<file path="config.mk">
export PLATFORM = sky130hd
export DESIGN_NAME = cpg_periph_if
export DESIGN_NICKNAME = d
export VERILOG_FILES = /design/src/rtl/cpg_sync.v /design/src/rtl/cpg_periph_if.v
export VERILOG_INCLUDE_DIRS = /design/src /design/src/rtl
export SDC_FILE = /design/constraint.sdc
export NUM_CORES = 1
export LEC_CHECK = 0
export ABC_AREA = 1
export BUFFER_PORTS_ARGS = -buffer_cell sky130_fd_sc_hd__buf_4
export CORE_ASPECT_RATIO = 0.9
export CORE_MARGIN = 1.5
export CORE_UTILIZATION = 35
export CTS_BUF_LIST = sky130_fd_sc_hd__clkbuf_16
export CTS_CLUSTER_SIZE = 24
export DETAILED_ROUTE_END_ITERATION = 8
export GPL_TIMING_DRIVEN = 1
export PLACE_DENSITY = 0.56
export SYNTH_ARGS = -nofsm -noshare
export SYNTH_HDL_FRONTEND = slang
export SYNTH_SLANG_ARGS = --single-unit
export TNS_END_PERCENT = 5
</file>
<file path="constraint.sdc">
create_clock -name clk_i -period 5.3 [get_ports clk_i]
set_input_delay 1.06 -clock clk_i [delete_from_list [all_inputs] [get_ports clk_i]]
set_output_delay 1.06 -clock clk_i [all_outputs]
set_load 0.05 [all_outputs]
</file>
<file path="src/rtl/cpg_defines.vh">
// constants for the peripheral bus interface and its indexed register file
`ifndef CPG_DEFINES_VH
`define CPG_DEFINES_VH
`define CPG_IDX_W        3
`define CPG_NUM_REGS     8
`define CPG_IDX_CONFIG   3'h0
`define CPG_IDX_VECTOR   3'h1
`define CPG_IDX_STATUS   3'h2
`define CPG_IDX_COMMAND  3'h3
`define CPG_CFG_RESET    8'h00
`define CPG_VEC_RESET    8'h00
`define CPG_BIT_IRQ_EN   0
`define CPG_BIT_CLR_IP   0
`define CPG_BIT_CLR_IUS  1
`define CPG_ST_INDEX     1'b0
`define CPG_ST_DATA      1'b1
`define CPG_SEL_CONTROL  1'b0
`define CPG_SEL_DATA     1'b1
`define CPG_SYNC_W       14
`endif

</file>
<file path="src/rtl/cpg_sync.v">
// two flip-flop synchroniser for a group of pin inputs
`timescale 1ns/1ps
module cpg_sync
#(
   parameter W         = 14,
   parameter RESET_VAL = 14'h3fff
)
(
   // clock and reset
   input  wire         clk_i,
   input  wire         rst_i,
   // pins in, synchronised out
   input  wire [W-1:0] async_i,
   output wire [W-1:0] sync_o
);

reg [W-1:0] meta_q;
reg [W-1:0] sync_q;

always @(posedge clk_i or posedge rst_i)
begin
   if (rst_i)
   begin
      meta_q <= RESET_VAL;
      sync_q <= RESET_VAL;
   end
   else
   begin
      meta_q <= async_i;
      sync_q <= meta_q;
   end
end

assign sync_o = sync_q;

endmodule

</file>
<file path="src/rtl/cpg_periph_if.v">
// bus interface of an 8-bit peripheral: indexed control port, direct data port, interrupt chain
// Functional notes
// - control-port writes alternate between index and data
// - data register reached by one direct read or write
// - read and write strobes low together reset the peripheral
// - read strobe fall during acknowledge sets in-service and drives vector
`timescale 1ns/1ps
`include "cpg_defines.vh"
module cpg_periph_if
(
   // clock and reset
   input  wire       clk_i,
   input  wire       rst_i,
   // bus pins from the glue logic
   input  wire       chip_enable_n_i,
   input  wire       rd_n_i,
   input  wire       wr_n_i,
   input  wire       register_select_i,
   input  wire [7:0] data_i,
   output wire [7:0] data_o,
   output wire       data_oe_n_o,
   // interrupt pins
   input  wire       irq_acknowledge_n_i,
   input  wire       prio_chain_in_i,
   output wire       prio_chain_out_o,
   output wire       irq_n_o,
   output wire       irq_oe_n_o,
   // user side
   input  wire [7:0] rx_data_i,
   output wire [7:0] tx_data_o,
   output wire       tx_valid_o,
   output wire       rx_taken_o,
   input  wire       irq_event_i,
   output wire       in_service_bit_o,
   output wire       soft_reset_o
);

////////////////////////////////////////////////////////////////////////////////
// pin synchronisation: every pin passes two flops before use

wire [`CPG_SYNC_W-1:0] pins_s;
wire                   ce_n_s;
wire                   rd_n_s;
wire                   wr_n_s;
wire                   sel_s;
wire                   ack_n_s;
wire                   chain_in_s;
wire [7:0]             data_s;

cpg_sync #(
   .W         (`CPG_SYNC_W),
   .RESET_VAL ({`CPG_SYNC_W{1'b1}})
) u_sync (
   .clk_i   (clk_i),
   .rst_i   (rst_i),
   .async_i ({chip_enable_n_i, rd_n_i, wr_n_i, register_select_i,
              irq_acknowledge_n_i, prio_chain_in_i, data_i}),
   .sync_o  (pins_s)
);

assign {ce_n_s, rd_n_s, wr_n_s, sel_s, ack_n_s, chain_in_s, data_s} = pins_s;

////////////////////////////////////////////////////////////////////////////////
// strobe edges and combined reset

reg  rd_n_prev_q;
reg  wr_n_prev_q;
wire soft_rst  = ~rd_n_s & ~wr_n_s;
// both strobes low is a reset, never an access
wire rd_fall   = rd_n_prev_q & ~rd_n_s & wr_n_s;
wire wr_fall   = wr_n_prev_q & ~wr_n_s & rd_n_s;
wire ack_cycle = ~ack_n_s;
wire bus_rd    = rd_fall & ~ce_n_s & ~ack_cycle;
wire bus_wr    = wr_fall & ~ce_n_s & ~ack_cycle;

always @(posedge clk_i or posedge rst_i)
begin
   if (rst_i)
   begin
      rd_n_prev_q <= 1'b1;
      wr_n_prev_q <= 1'b1;
   end
   else
   begin
      rd_n_prev_q <= rd_n_s;
      wr_n_prev_q <= wr_n_s;
   end
end

////////////////////////////////////////////////////////////////////////////////
// indexed register file behind the control port

reg [7:0]            regs_q [0:`CPG_NUM_REGS-1];
reg                  state_q;
reg [`CPG_IDX_W-1:0] index_q;
reg                  ip_q;
reg                  ius_q;
reg [7:0]            data_q;
reg                  drive_q;
reg                  vec_q;
reg [7:0]            tx_q;
reg                  tx_valid_q;
reg                  rx_taken_q;

wire [7:0] status_w = {6'h00, ius_q, ip_q};
wire       ctl_wr   = bus_wr & (sel_s == `CPG_SEL_CONTROL);
wire       idx_wr   = ctl_wr & (state_q == `CPG_ST_INDEX);
wire       val_wr   = ctl_wr & (state_q == `CPG_ST_DATA);
wire       cmd_wr   = val_wr & (index_q == `CPG_IDX_COMMAND);
wire       irq_en   = regs_q[`CPG_IDX_CONFIG][`CPG_BIT_IRQ_EN];
// acknowledge only taken by the device at the head of the chain with a request
wire       ack_take = rd_fall & ack_cycle & chain_in_s & ip_q & ~ius_q;

function [7:0] read_mux;
   input [`CPG_IDX_W-1:0] idx;
   input [7:0]            stat;
   input [7:0]            cfg;
   input [7:0]            vec;
   begin
      case (idx)
         `CPG_IDX_CONFIG: read_mux = cfg;
         `CPG_IDX_VECTOR: read_mux = vec;
         `CPG_IDX_STATUS: read_mux = stat;
         default:         read_mux = 8'h00;
      endcase
   end
endfunction

integer i;

always @(posedge clk_i or posedge rst_i)
begin
   if (rst_i)
   begin
      for (i = 0; i < `CPG_NUM_REGS; i = i + 1)
         regs_q[i] <= 8'h00;
      state_q    <= `CPG_ST_INDEX;
      index_q    <= {`CPG_IDX_W{1'b0}};
      ip_q       <= 1'b0;
      ius_q      <= 1'b0;
      data_q     <= 8'h00;
      drive_q    <= 1'b0;
      vec_q      <= 1'b0;
      tx_q       <= 8'h00;
      tx_valid_q <= 1'b0;
      rx_taken_q <= 1'b0;
   end
   else if (soft_rst)
   begin
      regs_q[`CPG_IDX_CONFIG] <= `CPG_CFG_RESET;
      regs_q[`CPG_IDX_VECTOR] <= `CPG_VEC_RESET;
      state_q    <= `CPG_ST_INDEX;
      index_q    <= {`CPG_IDX_W{1'b0}};
      ip_q       <= 1'b0;
      ius_q      <= 1'b0;
      drive_q    <= 1'b0;
      vec_q      <= 1'b0;
      tx_valid_q <= 1'b0;
      rx_taken_q <= 1'b0;
   end
   else
   begin
      tx_valid_q <= 1'b0;
      rx_taken_q <= 1'b0;
      // index and value writes alternate; a control read also rearms the index step
      if (idx_wr)
      begin
         index_q <= data_s[`CPG_IDX_W-1:0];
         state_q <= `CPG_ST_DATA;
      end
      else if (val_wr)
      begin
         if (~cmd_wr && index_q != `CPG_IDX_STATUS)
            regs_q[index_q] <= data_s;
         state_q <= `CPG_ST_INDEX;
      end
      else if (bus_rd && sel_s == `CPG_SEL_CONTROL)
         state_q <= `CPG_ST_INDEX;
      // direct data port needs no index step
      if (bus_wr && sel_s == `CPG_SEL_DATA)
      begin
         tx_q       <= data_s;
         tx_valid_q <= 1'b1;
      end
      if (bus_rd)
      begin
         if (sel_s == `CPG_SEL_DATA)
         begin
            data_q     <= rx_data_i;
            rx_taken_q <= 1'b1;
         end
         else
            data_q <= read_mux(index_q, status_w, regs_q[`CPG_IDX_CONFIG], regs_q[`CPG_IDX_VECTOR]);
      end
      // event sets pending; a set in the same cycle as a clear wins
      if (irq_event_i)
         ip_q <= 1'b1;
      else if (ack_take || (cmd_wr && data_s[`CPG_BIT_CLR_IP]))
         ip_q <= 1'b0;
      if (ack_take)
      begin
         ius_q  <= 1'b1;
         data_q <= regs_q[`CPG_IDX_VECTOR];
         vec_q  <= 1'b1;
      end
      else if (cmd_wr && data_s[`CPG_BIT_CLR_IUS])
         ius_q <= 1'b0;
      // data lines driven while the strobe stays low, and for a bus read while chip enable also stays low
      if (bus_rd || ack_take)
         drive_q <= 1'b1;
      else if (rd_n_s || (ce_n_s && ~vec_q))
      begin
         drive_q <= 1'b0;
         vec_q   <= 1'b0;
      end
   end
end

////////////////////////////////////////////////////////////////////////////////
// outputs

assign data_o           = data_q;
assign data_oe_n_o      = ~drive_q;
// the chain is blocked while serviced, or while a request waits in acknowledge
assign prio_chain_out_o = chain_in_s & ~ius_q & ~(ip_q & ack_cycle);
// open drain request: pin pulled low only while enabled
assign irq_n_o          = 1'b0;
assign irq_oe_n_o       = ~(ip_q & irq_en & ~ius_q & chain_in_s);
assign tx_data_o        = tx_q;
assign tx_valid_o       = tx_valid_q;
assign rx_taken_o       = rx_taken_q;
assign in_service_bit_o = ius_q;
assign soft_reset_o     = soft_rst;

endmodule

</file>
==> impl_metrics.py <==
metrics = {
    "global_routing": {
        "grt-ovfl-total": 0,
        "gr-usage-met3": 0.0485,
        "grt_pass1_vias": 2004,
        "grt_antenna_before_repair": 0,
        "grt_max_degree": 73,
        "grt_use_met2": 0.205,
        "grt_busiest_layer": "met2",
        "grtUsageTotal": 0.145,
        "use_met1": 0.203,
        "grt_pass1_wl_um": 9710,
    },
    "clock_tree": {
        "path_clk_slew_ns": 0.06,
        "cts-buffers-inserted": 9,
        "ctsHoldBuffers": 0,
        "postCtsSetupRepairBufs": 0,
        "root_buffer": "clkbuf_16",
        "htree_levels": 3,
        "cts_resized": 0,
        "clock-sinks": 72,
        "clock_latency_ns": 0.33,
        "cts_tree": "built",
        "clock_path_buffers": 2,
    },
    "finish": {
        "area_growth_pct": 25.3,
        "nNetsFinal": 367,
        "regArea_um2": 1840,
        "fillers": 767,
        "multi_input_area_um2": 887,
        "antenna_cells": 0,
        "drive_gt1_frac": 0.354,
    },
    "route": {
        "detail_route.first_pass.iterations": 6,
        "drt_iter0_drc": 126,
        "drc": 4,
        "vias": 1992,
        "wl_per_cell_um": 12.8,
        "drt_wl_total_um": 5700,
        "ant_nets": 0,
        "via_per_inst": 4.47,
    },
    "logic_synthesis": {
        "synthCells": 289,
        "ys.flop_type": "dfrtp_1",
        "synth_nets": 314,
        "ys_seq_area_frac": 0.634,
        "synth_top_area_frac": 0.362,
        "yosysMostFrequentCell": "nand2_1",
        "ys_warn_count": 0,
        "async_flop_share": 1.00,
        "ys_ff_latch": 72,
        "yosysUniqueCellTypes": 26,
        "yosys.area.top_type": "dfrtp_1",
        "synth_common_cells": "nand2_1 (75), dfrtp_1 (42), dfstp_2 (30)",
        "synth_edf_count": 0,
        "synth_area_um2": 2900,
        "syn_area_per_cell_um2": 10.0,
        "yosys-top-cells-area": "dfrtp_1 (36%), dfstp_2 (27%), nand2_1 (9.7%)",
    },
    "placement": {
        "dp_slack_ns": 3.30,
        "port_buffers": 47,
        "hpwlAfterDp_um": 4000,
        "gp_routability_congestion": 0.856,
    },
    "sta": {
        "worst_pin_slew_ns": 0.866,
        "max_slew_margin": 0.423,
        "period_share": 0.441,
        "fin_crit_ns": 2.34,
        "rsz0062_at_grt": "false",
        "finalMaxSlewViolations": 0,
        "setup_viol": 0,
        "worst_slack_ns": 2.96,
        "skew_ns": 0.00426,
        "tns_ns": 0,
        "fin_worst_hold_slack_ns": 0.351,
        "finalHoldViolCount": 0,
        "timing.fmax_mhz": 428,
    },
    "run_status": {
        "violations": "DRC",
        "status": "finished, violations left",
    },
    "setup_path": {
        "worstPathMaxFanout": 3,
        "worstPathArrival_ns": 1.28,
        "required_ns": 4.24,
        "cpPeakStageDelay_ns": 0.54,
        "r2r-end": "regs_q[50]$_DFFE_PP0P_",
        "cp-start-kind": "flop",
        "cpMaxStageDelayCell": "dfstp_2",
        "r2r-start": "u_sync.sync_o[12]$_DFF_PP1_",
        "path_class": "flop to output port",
        "r2r_slack_ns": 3.63,
        "endpoint_kind": "output port",
        "r2r_cells": 9,
        "cp_cell_sequence": "inv_1, a21oi_1, buf_4",
    },
    "worst_hold_path": {
        "holdPathEnd": "u_sync.sync_o[0]$_DFF_PP1_",
        "worstHoldStart": "u_sync.meta_q[0]$_DFF_PP1_",
        "hold_depth": 0,
        "hold_class": "flop to flop",
    },
    "job": {
        "cap_violations": 0,
    },
    "floorplanning": {
        "ios": 49,
        "core_area_um2": 8030,
        "die_w_um": 99.0,
        "die-area_um2": 8850,
        "start_util": 0.361,
        "rows": 31,
        "die_h_um": 89.4,
    },
    "power": {
        "ir_drop_v": 0.000186,
        "leakage_nw": 1.78,
        "p_per_area_nw_per_um2": 399,
    },
}
==> cell type report <==
type | instances | area share
flip-flops and latches | 72 | 0.506
multi-input cells | 177 | 0.244
repair buffers | 48 | 0.0991
clock buffers | 9 | 0.0620
inverters | 34 | 0.0351
well taps | 99 | 0.0341
clock inverters | 7 | 0.0196
==> placed cells by master (no fill, tap or decap), types with 8 or more instances in the layout <==
cell       count
nand2_1       75
buf_4         48
dfrtp_1       42
dfstp_2       30
inv_1         26
nand3_1       25
o21ai_1       11
o21ai_0       11
a21oi_1       10
clkbuf_16      9
nor2_1         8
inv_2          8
o22ai_1        8
==> sequential cells by signal, summed over array words and instances, names as in the netlist, 3 cells and up <==
name,cells
u_sync.meta_q,14
u_sync.sync_o,14
index_q,3
regs_q,15
tx_data_o,8
data_o,8
==> how the worst max path moves through the flow <==
stage,startpoint,end,slack (ns),cells after the start
3_3_place_gp,u_sync.sync_o[9]$_DFF_PP1_,prio_chain_out_o,3.31,3
4_1_cts,u_sync.sync_o[9]$_DFF_PP1_,prio_chain_out_o,2.94,3
5_1_grt,u_sync.sync_o[8]$_DFF_PP1_,prio_chain_out_o,2.90,3
3_5_place_dp,u_sync.sync_o[9]$_DFF_PP1_,prio_chain_out_o,3.30,3
6_report,u_sync.sync_o[9]$_DFF_PP1_,prio_chain_out_o,2.96,3
2_1_floorplan,rst_i,data_o[0]$_DFFE_PP0P_,2.46,1
==> logic make-up after synthesis <==
group | synth area share
AND/OR/NAND/NOR | 0.232
flip-flops | 0.634
AO/OA/AOI/OAI | 0.0724
buffers and inverters | 0.0604
other | 0.00129
==> stage by stage <==
| stage | power (mW) | utilization | instance area (um^2) | cells |
|---|---|---|---|---|
| after floorplan | 0.789 | - | 2900 | 289 |
| after global placement | 0.867 | 0.416 | 3340 | 430 |
| after detailed placement | 0.869 | 0.416 | 3340 | 430 |
| after CTS | 1.47 | 0.453 | 3630 | 446 |
| after global routing | 1.52 | 0.453 | 3630 | 446 |
| final | 1.45 | 0.453 | 3630 | 446 |
==> routing by layer <==
metal  vias to the layer above  routed length, um  share of wire
met5                         -                  0              0
met1                       905               2910           0.51
met3                         9                361          0.063
li1                       1033                  -              -
met2                        45               2330           0.41
met4                         0                 97          0.017
==> critical path: cells and delay by family, from the launching register on <==
family / cells / cell delay (ns)
flip-flops: 1 / 0.54
AO/OA/AOI/OAI: 1 / 0.14
buffers and inverters: 2 / 0.26
==> report_power, final <==
| part | internal, mW | total [mW] | switching, mW |
|---|---|---|---|
| Clock | 0.364 | 0.593 | 0.229 |
| Sequential | 0.601 | 0.627 | 0.0259 |
| Combinational | 0.0684 | 0.231 | 0.162 |
No activity file was read; power rests on OpenSTA's default activity.
